`src/gapc_defines.vh`:
```
// Register map, field positions and reset values of the pin control block
`ifndef GAPC_DEFINES_VH
`define GAPC_DEFINES_VH
`define GAPC_ADDR_W 4
`define GAPC_ADDR_PIN 4'h0
`define GAPC_ADDR_FLAG 4'h1
`define GAPC_ADDR_IRQ_STAT 4'h2
`define GAPC_ADDR_IRQ_MASK 4'h3
`define GAPC_PIN_RESET 16'hFFFF
`define GAPC_PIN_FIXED_ONES 16'hF0C0
`define GAPC_LEVEL_LSB 0
`define GAPC_FUNC_LSB 8
`define GAPC_FLAG_LSB 8
`define GAPC_NUM_PINS 6
`define GAPC_NUM_ALARM 4
`endif

```
`src/gapc_pin_ctrl.v`:
```
// Six open-drain pins with general I/O function, pins 0-3 also selectable as alarm indicators
`timescale 1ns/1ps
`include "gapc_defines.vh"
module gapc_pin_ctrl #(
   parameter NPINS = `GAPC_NUM_PINS,
   parameter NALARM = `GAPC_NUM_ALARM
)(
   // Clock and reset
   input wire ref_clk_i,
   input wire sys_rst_i,
   // Register port
   input wire [`GAPC_ADDR_W-1:0] reg_addr_i,
   input wire [15:0] reg_wdata_i,
   input wire reg_wr_i,
   input wire reg_rd_i,
   output wire [15:0] reg_rdata_o,
   // Out-of-range flags from threshold logic
   input wire [NALARM-1:0] out_of_range_flag_i,
   // Open-drain pins
   input wire [NPINS-1:0] pin_i,
   output wire [NPINS-1:0] pin_o,
   output wire [NPINS-1:0] pin_oe_o,
   // Interrupt
   output wire irq_o
);
   // Reset image and fixed-one mask
   localparam [15:0] PIN_RST = `GAPC_PIN_RESET;
   localparam [15:0] PIN_FIXED = `GAPC_PIN_FIXED_ONES;
   localparam [15:0] ZERO16 = 16'h0000;

   // Control register fields
   reg [NPINS-1:0] pin_level_bit_ff;
   reg [NALARM-1:0] pin_function_select_ff;
   // Pin output flops
   reg [NPINS-1:0] oe_ff;
   reg [NPINS-1:0] drive_ff;
   // Read port
   reg [15:0] rdata_ff;
   reg [15:0] nxt_rdata;
   // Interrupt state
   reg [NALARM-1:0] flag_q_ff;
   reg [NALARM-1:0] irq_stat_ff;
   reg [NALARM-1:0] irq_mask_ff;
   reg irq_ff;
   reg [NALARM-1:0] nxt_irq_stat;
   reg [NALARM-1:0] nxt_irq_mask;
   reg nxt_irq;
   // Internal nets
   wire [NPINS-1:0] nxt_oe;
   wire [NPINS-1:0] pin_sync;
   wire [NALARM-1:0] alarm_rise;
   wire [15:0] pin_reg_view;
   wire [15:0] flag_view;
   wire [15:0] stat_view;
   wire [15:0] mask_view;
   wire wr_pin;
   wire wr_mask;
   wire rd_stat;
   genvar g;

   ////////////////////////////////////////////////////////////
   // Pin input synchroniser
   gapc_sync3 #(
      .W(NPINS)
   ) u_sync (
      .ref_clk_i(ref_clk_i),
      .sys_rst_i(sys_rst_i),
      .async_i(pin_i),
      .sync_o(pin_sync)
   );

   ////////////////////////////////////////////////////////////
   // Control register
   assign wr_pin = reg_wr_i && (reg_addr_i == `GAPC_ADDR_PIN);

   always @(posedge ref_clk_i or posedge sys_rst_i)
   begin
      if (sys_rst_i)
      begin
         pin_level_bit_ff <= PIN_RST[`GAPC_LEVEL_LSB +: NPINS];
         pin_function_select_ff <= PIN_RST[`GAPC_FUNC_LSB +: NALARM];
      end
      else if (wr_pin)
      begin
         pin_level_bit_ff <= reg_wdata_i[`GAPC_LEVEL_LSB +: NPINS];
         pin_function_select_ff <= reg_wdata_i[`GAPC_FUNC_LSB +: NALARM];
      end
   end

   ////////////////////////////////////////////////////////////
   // Pin drive selection, one slice per pin
   generate
      for (g = 0; g < NPINS; g = g + 1)
      begin : g_pin
         if (g < NALARM)
         begin : g_dual
            wire ind_mode;
            wire ind_drive;
            wire io_drive;
            assign ind_mode = ~pin_function_select_ff[g];
            assign ind_drive = out_of_range_flag_i[g];
            assign io_drive = ~pin_level_bit_ff[g];
            assign nxt_oe[g] = ind_mode ? ind_drive : io_drive;
         end
         else
         begin : g_io
            wire io_drive;
            assign io_drive = ~pin_level_bit_ff[g];
            assign nxt_oe[g] = io_drive;
         end
      end
   endgenerate

   ////////////////////////////////////////////////////////////
   // Pin output flops
   always @(posedge ref_clk_i or posedge sys_rst_i)
   begin
      if (sys_rst_i)
      begin
         oe_ff <= {NPINS{1'b0}};
         drive_ff <= {NPINS{1'b0}};
      end
      else
      begin
         oe_ff <= nxt_oe;
         // Open drain: driven value is always low
         drive_ff <= {NPINS{1'b0}};
      end
   end

   ////////////////////////////////////////////////////////////
   // Alarm interrupt
   assign alarm_rise = out_of_range_flag_i & ~flag_q_ff;
   assign rd_stat = reg_rd_i && (reg_addr_i == `GAPC_ADDR_IRQ_STAT);
   assign wr_mask = reg_wr_i && (reg_addr_i == `GAPC_ADDR_IRQ_MASK);

   always @*
   begin
      // New event wins over read clear
      nxt_irq_stat = (rd_stat ? {NALARM{1'b0}} : irq_stat_ff) | alarm_rise;
      nxt_irq_mask = wr_mask ? reg_wdata_i[NALARM-1:0] : irq_mask_ff;
      nxt_irq = |(nxt_irq_stat & nxt_irq_mask);
   end

   // Level output follows the masked status
   always @(posedge ref_clk_i or posedge sys_rst_i)
   begin
      if (sys_rst_i)
      begin
         flag_q_ff <= {NALARM{1'b0}};
         irq_stat_ff <= {NALARM{1'b0}};
         irq_mask_ff <= {NALARM{1'b0}};
         irq_ff <= 1'b0;
      end
      else
      begin
         flag_q_ff <= out_of_range_flag_i;
         irq_stat_ff <= nxt_irq_stat;
         irq_mask_ff <= nxt_irq_mask;
         irq_ff <= nxt_irq;
      end
   end

   ////////////////////////////////////////////////////////////
   // Register views
   // Pin levels, function selects and fixed ones on read
   assign pin_reg_view = PIN_FIXED
                       | ({{(16-NALARM){1'b0}}, pin_function_select_ff} << `GAPC_FUNC_LSB)
                       | ({{(16-NPINS){1'b0}}, pin_sync} << `GAPC_LEVEL_LSB);
   assign flag_view = {{(16-NALARM){1'b0}}, out_of_range_flag_i} << `GAPC_FLAG_LSB;
   assign stat_view = {{(16-NALARM){1'b0}}, irq_stat_ff};
   assign mask_view = {{(16-NALARM){1'b0}}, irq_mask_ff};

   ////////////////////////////////////////////////////////////
   // Read data
   always @*
   begin
      nxt_rdata = ZERO16;
      case (reg_addr_i)
         `GAPC_ADDR_PIN: nxt_rdata = pin_reg_view;
         `GAPC_ADDR_FLAG: nxt_rdata = flag_view;
         `GAPC_ADDR_IRQ_STAT: nxt_rdata = stat_view;
         `GAPC_ADDR_IRQ_MASK: nxt_rdata = mask_view;
         // Unmapped indices read zero
         default: nxt_rdata = ZERO16;
      endcase
   end

   always @(posedge ref_clk_i or posedge sys_rst_i)
   begin
      if (sys_rst_i)
         rdata_ff <= ZERO16;
      else if (reg_rd_i)
         rdata_ff <= nxt_rdata;
      else
         // Data stands one cycle only
         rdata_ff <= ZERO16;
   end

   ////////////////////////////////////////////////////////////
   // Outputs
   assign reg_rdata_o = rdata_ff;
   assign pin_o = drive_ff;
   assign pin_oe_o = oe_ff;
   assign irq_o = irq_ff;
endmodule

```
`src/gapc_sync3.v`:
```
// Three-stage input synchroniser with agreement filter
`timescale 1ns/1ps
module gapc_sync3 #(
   parameter W = 6
)(
   // Clock and reset
   input wire ref_clk_i,
   input wire sys_rst_i,
   // Data
   input wire [W-1:0] async_i,
   output wire [W-1:0] sync_o
);
   reg [W-1:0] s1_ff;
   reg [W-1:0] s2_ff;
   reg [W-1:0] s3_ff;
   reg [W-1:0] out_ff;
   wire [W-1:0] nxt_out;

   // Change accepted once stages two and three agree
   assign nxt_out = (s2_ff == s3_ff) ? s3_ff : out_ff;

   always @(posedge ref_clk_i or posedge sys_rst_i)
   begin
      if (sys_rst_i)
      begin
         s1_ff <= {W{1'b1}};
         s2_ff <= {W{1'b1}};
         s3_ff <= {W{1'b1}};
         out_ff <= {W{1'b1}};
      end
      else
      begin
         s1_ff <= async_i;
         s2_ff <= s1_ff;
         s3_ff <= s2_ff;
         out_ff <= nxt_out;
      end
   end

   assign sync_o = out_ff;
endmodule
```
`config.mk`:
```
export PLATFORM = sky130hd
export DESIGN_NAME = gapc_pin_ctrl
export DESIGN_NICKNAME = d
export VERILOG_FILES = /design/src/gapc_pin_ctrl.v /design/src/gapc_sync3.v
export VERILOG_INCLUDE_DIRS = /design/src
export SDC_FILE = /design/constraint.sdc
export NUM_CORES = 1
export LEC_CHECK = 0
export BUFFER_PORTS_ARGS = -buffer_cell sky130_fd_sc_hd__buf_2
export CORE_MARGIN = 4
export CORE_UTILIZATION = 43
export CTS_CLUSTER_DIAMETER = 200
export CTS_CLUSTER_SIZE = 28
export DETAILED_ROUTE_END_ITERATION = 8
export GPL_ROUTABILITY_DRIVEN = 0
export PLACE_DENSITY = 0.67
export RECOVER_POWER = 25
export SLEW_MARGIN = 20
export SYNTH_ARGS = -nofsm -noshare
export SYNTH_HDL_FRONTEND = slang
export SYNTH_SLANG_ARGS = --single-unit
```
`constraint.sdc`:
```
create_clock -name ref_clk_i -period 1.92 [get_ports ref_clk_i]
set_clock_uncertainty 0.05 [all_clocks]
set_input_delay 0.096 -clock ref_clk_i [delete_from_list [all_inputs] [get_ports ref_clk_i]]
set_output_delay 0.096 -clock ref_clk_i [all_outputs]
set_load 0.01 [all_outputs]
```
Yosys cells after proc, flatten, opt, wreduce, memory -nomap -nowiden:

Index checks and enable logic that the tools add are counted.

* input port bits: 34
* output and inout bits: 29
* word-level logic and storage cells: 40
* register bits: 69

* multiplexer cells: 8
* bitwise logic cells: 11
* eq/ne operators: 4
* reduce and logical (&&, ||, !) cells: 5

Operators by type and width (count)
* one-hot mux 16 bit (4 select lines): 1
* 2-to-1 mux 16 bit: 1
* bitwise OR 16 x 6 -> 16 bit: 1
* bitwise AND 4 bit: 2
* equality test 4 x 2 -> 1 bit, second input constant: 2
* 2-to-1 mux 4 bit: 2
* equality test 6 bit: 1
* NOT 1 bit: 6
* equality test 4 x 1 -> 1 bit, second input constant: 1
* logical NOT 4 bit: 1
* 2-to-1 mux 1 bit: 4
* NOT 4 bit: 1
* bitwise OR 4 bit: 1
* OR reduction 4 bit: 1
* logical AND 1 bit: 3

Logic depth before layout (Yosys ltp):

Gate-level depths: netlist of the first run.

* word-level depth: 6
* mapped depth: 5
* gate-level depth less buffers: 4

Hierarchy:

Synthesis of the first run repeated with hierarchy kept, for this count alone.

* cell total of the unflattened synthesis: 173
* area, all modules: 2471.1 um^2

Modules (own cells, without submodules)
* gapc_pin_ctrl: seq. area each 1013.5 um^2, area an instance 1694.1 um^2, instances 1, cells each 134
* gapc_sync3: seq. area each 630.6 um^2, area an instance 777.0 um^2, instances 1, cells each 39

Worst setup path after synthesis of the first run:

No wires, ideal clock.

* path kind: reg2reg
* start: reg u_sync.s3_ff[4]
* end: reg u_sync.out_ff[0], in the netlist u_sync.sync_o[0]
* path buffers: 0
* arrival: 1.315 ns
* stages on the path, launching flop included: 5
* clock period less this slack: 1.447 ns
* library setup time: 0.082 ns
* setup slack: 0.473 ns
* data required time: 1.788 ns
* path through: dfstp_2 xor2_1 nor4_2 nand3_2 mux2_2

* word-level cells in the longest chain between the ends: 1

RTL lines
* start: declaration: RTL line gapc_sync3.v:15 `reg [W-1:0] s3_ff;`
* start signal: assignment: RTL line gapc_sync3.v:28 `s3_ff <= {W{1'b1}};`
* equality test 6 bit: RTL line gapc_sync3.v:20 `assign nxt_out = (s2_ff == s3_ff) ? s3_ff : out_ff;`
* end signal: assignment: RTL line gapc_sync3.v:29 `out_ff <= {W{1'b1}};`
* end signal: assignment: RTL line gapc_sync3.v:36 `out_ff <= nxt_out;`
* end: declaration: RTL line gapc_sync3.v:16 `reg [W-1:0] out_ff;`

Every way passes these cells.
A chain may end at the register's enable or synchronous reset.

Worst setup path in the final report of the first run:

* start: reg u_sync.s2_ff[4]
* end: reg u_sync.out_ff[4], in the netlist u_sync.sync_o[4]

* word-level cells in the longest chain between the ends: 1

RTL lines
* start: declaration: RTL line gapc_sync3.v:14 `reg [W-1:0] s2_ff;`
* start signal: assignment: RTL line gapc_sync3.v:27 `s2_ff <= {W{1'b1}};`
* equality test 6 bit: RTL line gapc_sync3.v:20

Every way passes these cells.

==> reports/results.tsv, run 1 <==
metric	value	unit
fmax	634	MHz
stdcell_area	3130	sq um
ios	63	
worstSetupPathType	flip-flop to flip-flop	
slew_headroom	41.8	%
cp.required	2.13	ns
fin_nets	284	
worst_ep_arrival_time	1.78	ns
post_cts_resized	0	
fin_util	56.9	%
critPathCaptureType	flip-flop	
power_switching	737	uW
period_share	82.2	%
final_hold_viol_count	0	
setup_tns	0	ns
port_buffers	50	
antenna_found_initial	0	
cts_root_buf	clkbuf_8	
gr-usage-met2	23.0	%
max_slew.worst_pin.slew	0.872	ns
clock-sinks	64	
p_per_area	1000	nW/um^2
ys_types	31	
fin_crit	1.58	ns
p_int	2.41	mW
diodes	0	
peakVddDrop	0.646	mV
grt_max_degree	43	
ant_nets	0	
fin_hold_ws	0.115	ns
cp_num_cells	4	
rsz0062_at_grt	no	
initial_core_util	44.6	%
viasPerCell	4.61	
hold_class	primary input to flip-flop	
die_y	83.6	microns
cts.path.max_buffers	2	
core_area	5510	sq um
grt-ovfl-total	0	
drive_gt1_share	45.1	%
finalSetupViolCount	0	
layoutNonFillerInstCount	327	
synth-seq-area-share	67.0	%
slowest_delay	0.53	ns
slew_viol_final	0	
clock_latency	0.33	ns
grt_pass1_wl	7910	microns
wire_per_inst	14.4	microns
p_clk_share	32.8	%
status	finished clean	
place_area	2750	sq um
dieArea	6980	sq um
numCtsBuffers	9	
grt_pass1_vias	1643	
startpoint_type	flip-flop	
synth_area_leaders	dfstp_2 36%, dfrtp_1 31%, mux2_2 9.2%	
cts_htree_levels	3	
path_buf_inv	0	
p_sw_share	23.4	%
synth.avg_cell_area	14.1	sq um
syn-instance-count	174	
synth_area_leader_cell	dfstp_2	
cpMaxStageDelayCell	dfstp_1	
rows	27	
met3_usage	6.12	%
first_pass_iters	4	
path_cells	xor2_1 -> nor4_2 -> nand3_2 -> mux2_2	
tritoncts	built	
hold_depth	4	
critPathTopFamily	flip-flops	
dp_hpwl	3030	microns
multi_input_area	716	sq um
met1_usage	18.2	%
crit_fanout	6	
ys_warn_count	0	
path_clk_slew	0.06	ns
seq_power_share	54.0	%
first_iter_violations	85	
power.leakage	1.43	nW
grt-busiest-layer	met2	
syn_area	2450	sq um
max-cap-violations	0	
register_area	1640	sq um
fillCellCount	458	
syn2layout_area_growth	27.7	%
place_inst	290	
drc_errors	0	
routed_wl	4720	microns
grt.total_usage	14.7	%
ys_seq_elements	64	
combPwrFrac	13.2	%
reg2reg_depth	4	
die_width	83.6	microns
synth_top_area_share	36.4	%
via_count	1509	
-- layout by cell type (no fill, tap or decap), types with 9 or more instances in the layout --
cell type,count
buf_2,45
clkbuf_1,9
clkbuf_8,12
dfrtp_1,30
dfstp_2,28
dlygate4sd3_1,21
mux2_2,20
nor2_1,10
-- metrics by stage --
stage / setup slack [ns] / power [mW]
finish: 0.342 / 3.15
global route: 0.241 / 3.31
CTS: 0.318 / 3.19
detailed placement: 0.328 / 2.11
global placement: 0.360 / 2.09
floorplan: 0.232 / 1.97
-- metal layers --
metal | up-vias | wire length [microns]
li1 | 732 | -
met3 | 8 | 289
met1 | 726 | 2050
met5 | - | 0
met4 | 0 | 76
met2 | 43 | 2300
-- repair_timing --
action / CTS / global route
buffers inserted: 0 / 0
hold endpoints to repair: 33 / 0
hold buffers: 21 / 0
-- area by class of cell --
cell class,instances,area share [%]
Inverter,6,0.719
Multi-Input combinational cell,96,22.8
Sequential cell,64,52.5
Tap cell,72,2.87
Timing Repair Buffer,73,15.4
Clock buffer,16,5.75
-- state kept, by name, indices dropped and copies added (netlist names) --
register / cells
u_sync.s2_ff: 6
pin_function_select_ff: 4
irq_o: 1
pin_level_bit_ff: 6
irq_mask_ff: 4
irq_stat_ff: 4
flag_q_ff: 4
u_sync.s1_ff: 6
u_sync.s3_ff: 6
pin_oe_o: 6
reg_rdata_o: 11
u_sync.sync_o: 6
-- power groups by stage --
stage / combinational (mW) / clock [mW] / sequential, mW
after floorplan: 0.251 / 0 / 1.72
after global placement: 0.380 / 0 / 1.71
after detailed placement: 0.388 / 0 / 1.72
after CTS: 0.422 / 1.07 / 1.70
after global routing: 0.466 / 1.13 / 1.72
final: 0.416 / 1.03 / 1.70
-- cell families after synthesis --
family / count (synthesis) / synth area share [%]
DFF: 64 / 67.0
other: 1 / 0.153
muxes: 26 / 11.6
and+or+nand+nor: 40 / 9.17
buffers and inverters: 19 / 4.64
xor gates and xnor gates: 6 / 2.14
AOI/OAI and AO/OA: 18 / 5.30
-- final timing paths --
path,start,endpoint,slack [ns]
setup / recovery,u_sync.s2_ff[4],u_sync.sync_o[4],0.34
hold / removal,reg_addr_i[2],irq_mask_ff[0],0.12
setup reg to reg,u_sync.s2_ff[4],u_sync.sync_o[4],0.34
hold reg to reg,u_sync.s1_ff[3],u_sync.s2_ff[3],0.31
max in group asynchronous,sys_rst_i,pin_level_bit_ff[0],0.61
min in group asynchronous,sys_rst_i,reg_rdata_o[0],0.44
-- worst min-delay path, stage by stage --
cell	delay, ns
buf_2	0.12
nor3b_2	0.08
nand3_1	0.10
nand2_1	0.05
-- synth_stat cells, drive strengths merged --
master / count
mux2i: 6
or3b: 1
xnor2: 2
a21oi: 3
dfrtp: 30
and2: 1
nor3: 5
a2bb2o: 3
a22oi: 4
nand2: 7
nor2b: 4
nand3: 4
mux2: 20
o2111ai: 1
clkbuf: 1
a21boi: 3
dfstp: 34
nor4: 1
nor2: 10
inv: 6
conb: 1
a2bb2oi: 1
and3: 2
xor2: 4
or2: 3
buf: 12
nor3b: 2
o21ai: 3
No activity file was read; power rests on OpenSTA's default activity.
==> run 2, diff against run 1 <==
--- a/config.mk
+++ b/config.mk
@@ -6,6 +6,7 @@
 export SDC_FILE = /design/constraint.sdc
 export NUM_CORES = 1
 export LEC_CHECK = 0
+export ABC_AREA = 1
 export BUFFER_PORTS_ARGS = -buffer_cell sky130_fd_sc_hd__buf_2
 export CORE_MARGIN = 4
 export CORE_UTILIZATION = 43
==> constraint.sdc (replaced) <==
create_clock -name ref_clk_i -period 1.7 [get_ports ref_clk_i]
set_clock_uncertainty 0.05 [all_clocks]
set_input_delay 0.085 -clock ref_clk_i [delete_from_list [all_inputs] [get_ports ref_clk_i]]
set_output_delay 0.085 -clock ref_clk_i [all_outputs]
set_load 0.01 [all_outputs]
==> run 2 against run 1 <==
  * Cell count is 25% higher
  * Combinational power is 4% higher
  * Count of clock-buffer cells in the layout is 4 lower
  * Via count is 21% higher
  * Worst hold slack worse by 0.10 ns
  * Total power is 16% higher
  * First-iteration DRC count is 2.4% lower
  * Synthesized cell count is 47% higher
  * Sequential power is 10% higher
  * Clock power is 32% higher
  * Register-to-register slack worse by 0.14 ns
  * Fmax is 5.4% higher
  * Critical path type unchanged
  * Largest power group unchanged
==> reports/results.tsv, run 2 <==
metric	value	unit	change
status	finished clean		
syn_area	2530	sq um	+3.0%
worst_ep_arrival_time	1.70	ns	-0.08 ns
fin_hold_ws	0.0139	ns	-0.101 ns
startpoint_type	flip-flop		
syn2layout_area_growth	28.4	%	
layout_commonest_cell	nand2_1		
period_share	88.0	%	+5.9 points
first_pass_iters	4		unchanged
die_width	84.7	microns	+1.4%
yosys-top-cells-count	84 x nand2_1, 34 x dfstp_2, 30 x dfrtp_1		
fin_util	57.9	%	+0.98 points
max_slew.worst_pin.slew	0.734	ns	-0.138 ns
cts_setup_buffers	0		unchanged
max-cap-violations	0		unchanged
fillCellCount	520		+14%
drc_errors	0		unchanged
ios	63		unchanged
rsz0062_at_grt	no		
synth_area_leaders	dfstp_2 35%, dfrtp_1 30%, nand2_1 12%		
path_clk_slew	0.06	ns	about the same
dieArea	7170	sq um	+2.7%
tritoncts	built		
grt_max_degree	45		+4.7%
synth_top_area_share	35.3	%	-1.1 points
cpMaxStageDelayCell	dfstp_1		
cts_htree_levels	3		unchanged
cts_root_buf	clkbuf_8		
wire_per_inst	11.9	microns	-18%
diodes	0		unchanged
cts.path.max_buffers	2		unchanged
finalSetupViolCount	0		unchanged
syn-instance-count	255		+47%
viasPerCell	4.47		-3.2%
grt_pass1_wl	8380	microns	+5.8%
grt.total_usage	15.0	%	+0.31 points
ys_warn_count	0		unchanged
synth_area_leader_cell	dfstp_2		
routed_wl	4860	microns	+2.9%
port_buffers	50		unchanged
path_buf_inv	1		+1
synth-main-ff-cell	dfstp_2		
core_area	5610	sq um	+1.8%
cp.required	1.90	ns	-0.23 ns
slew_headroom	51.0	%	+9.2 points
synth.most_common_cell	nand2_1		
p_per_area	1130	nW/um^2	+12%
place_area	2810	sq um	+2.2%
clock-sinks	64		unchanged
slowest_delay	0.55	ns	+0.02 ns
drive_gt1_share	30.6	%	-15 points
crit_fanout	12		+6
fin_ws	0.203	ns	-0.139 ns
grt_pass1_vias	1813		+10%
path_cells	inv_1 -> nand2_1 -> nand2_1 -> nor3_1 -> nand3_2 -> nand2_1 -> o21ai_1		
layoutNonFillerInstCount	409		+25%
peakVddDrop	0.575	mV	-11%
largest_reg_flops	11		unchanged
synth.avg_cell_area	9.92	sq um	-30%
place_inst	370		+28%
rows	27		unchanged
total_power	3.66	mW	+16%
synth_edf_count	0		unchanged
dp_slack	0.109	ns	-0.219 ns
antenna_found_initial	0		unchanged
initial_core_util	45.1	%	+0.51 points
stdcell_area	3250	sq um	+3.6%
ys_seq_elements	64		unchanged
hold_class	primary input to flip-flop		
clock_latency	0.32	ns	about the same
crit_top_cell	nand2_1		
fin_nets	366		+29%
ant_nets	0		unchanged
dp_hpwl	3330	microns	+9.8%
final_hold_viol_count	0		unchanged
first_iter_violations	83		-2.4%
async_flop_share	100	%	unchanged
die_y	84.7	microns	+1.4%
grt-ovfl-total	0		unchanged
worstSetupPathType	flip-flop to flip-flop		
setup_tns	0	ns	unchanged
synth-seq-area-share	65.0	%	-2.0 points
via_count	1827		+21%
slew_viol_final	0		unchanged
critPathTopFamily	simple AND/OR/NAND/NOR gates		
fmax	668	MHz	+5.4%
power.leakage	1.68	nW	+18%
numCtsBuffers	9		unchanged
critPathCaptureType	flip-flop		
final_cell_mix	84 x nand2_1, 46 x buf_2, 30 x dfrtp_1		
fin_crit	1.50	ns	-0.0812 ns
ys_types	23		-26%
[run 2: logic make-up after synthesis]
family | count (synthesis) | share of synthesized area, %
buffers and inverters | 47 | 9.45
DFF | 64 | 65.0
and+or+nand+nor | 124 | 21.2
other | 1 | 0.148
AOI/OAI and AO/OA | 19 | 4.21
[run 2: final cells by class]
cell class	count	area [sq um]	area share [%]
multi-input cells	149	669	20.6
inverters	30	113	3.47
clock inverters	4	70.1	2.16
clock buffers	12	135	4.16
flip-flops and latches	64	1640	50.6
repair buffers	78	526	16.2
well taps	72	90.1	2.77
[run 2: worst paths after layout]
kind                                  from          endpoint  slack [ns]  depth (start not counted)
max                        u_sync.s2_ff[4]  u_sync.sync_o[1]        0.20                          7
min                          reg_addr_i[2]    reg_rdata_o[9]        0.01                          4
max reg2reg                u_sync.s2_ff[4]  u_sync.sync_o[1]        0.20                          7
min reg2reg                u_sync.s1_ff[2]   u_sync.s2_ff[2]        0.31                          0
max in group asynchronous        sys_rst_i   u_sync.s1_ff[1]        0.49                          4
min in group asynchronous        sys_rst_i       pin_oe_o[2]        0.38                          3
[run 2: timing repair]
| item | in CTS | in global routing |
|---|---|---|
| hold buffers | 23 | 0 |
| endpoints found under the setup margin | 0 | 6 |
| endpoints found under the hold margin | 36 | 0 |
| gates resized for setup | 0 | 1 |
[run 2: layer usage]
| layer | vias to the layer above | track usage [%] | wire [microns] |
|---|---|---|---|
| li1 | 932 | - | - |
| met1 | 836 | 19.4 | 2110 |
| met2 | 52 | 23.6 | 2350 |
| met3 | 7 | 4.32 | 310 |
| met4 | 0 | 6.47 | 82 |
| met5 | - | 0 | 0 |
[run 2: tightest hold or removal path: cells and delay by family]
family,cells,cell delay [ns]
AO/OA/AOI/OAI,1,0.06
AND/OR/NAND/NOR,2,0.12
buffers and inverters,1,0.08
[run 2: power breakdown]
part           switching, mW  internal [mW]  total, mW  leakage, nW
clock                  0.538          0.823       1.36        0.104
combinational          0.247          0.185      0.432        0.851
sequential            0.0842           1.79       1.87        0.721
total                  0.869           2.79       3.66         1.68
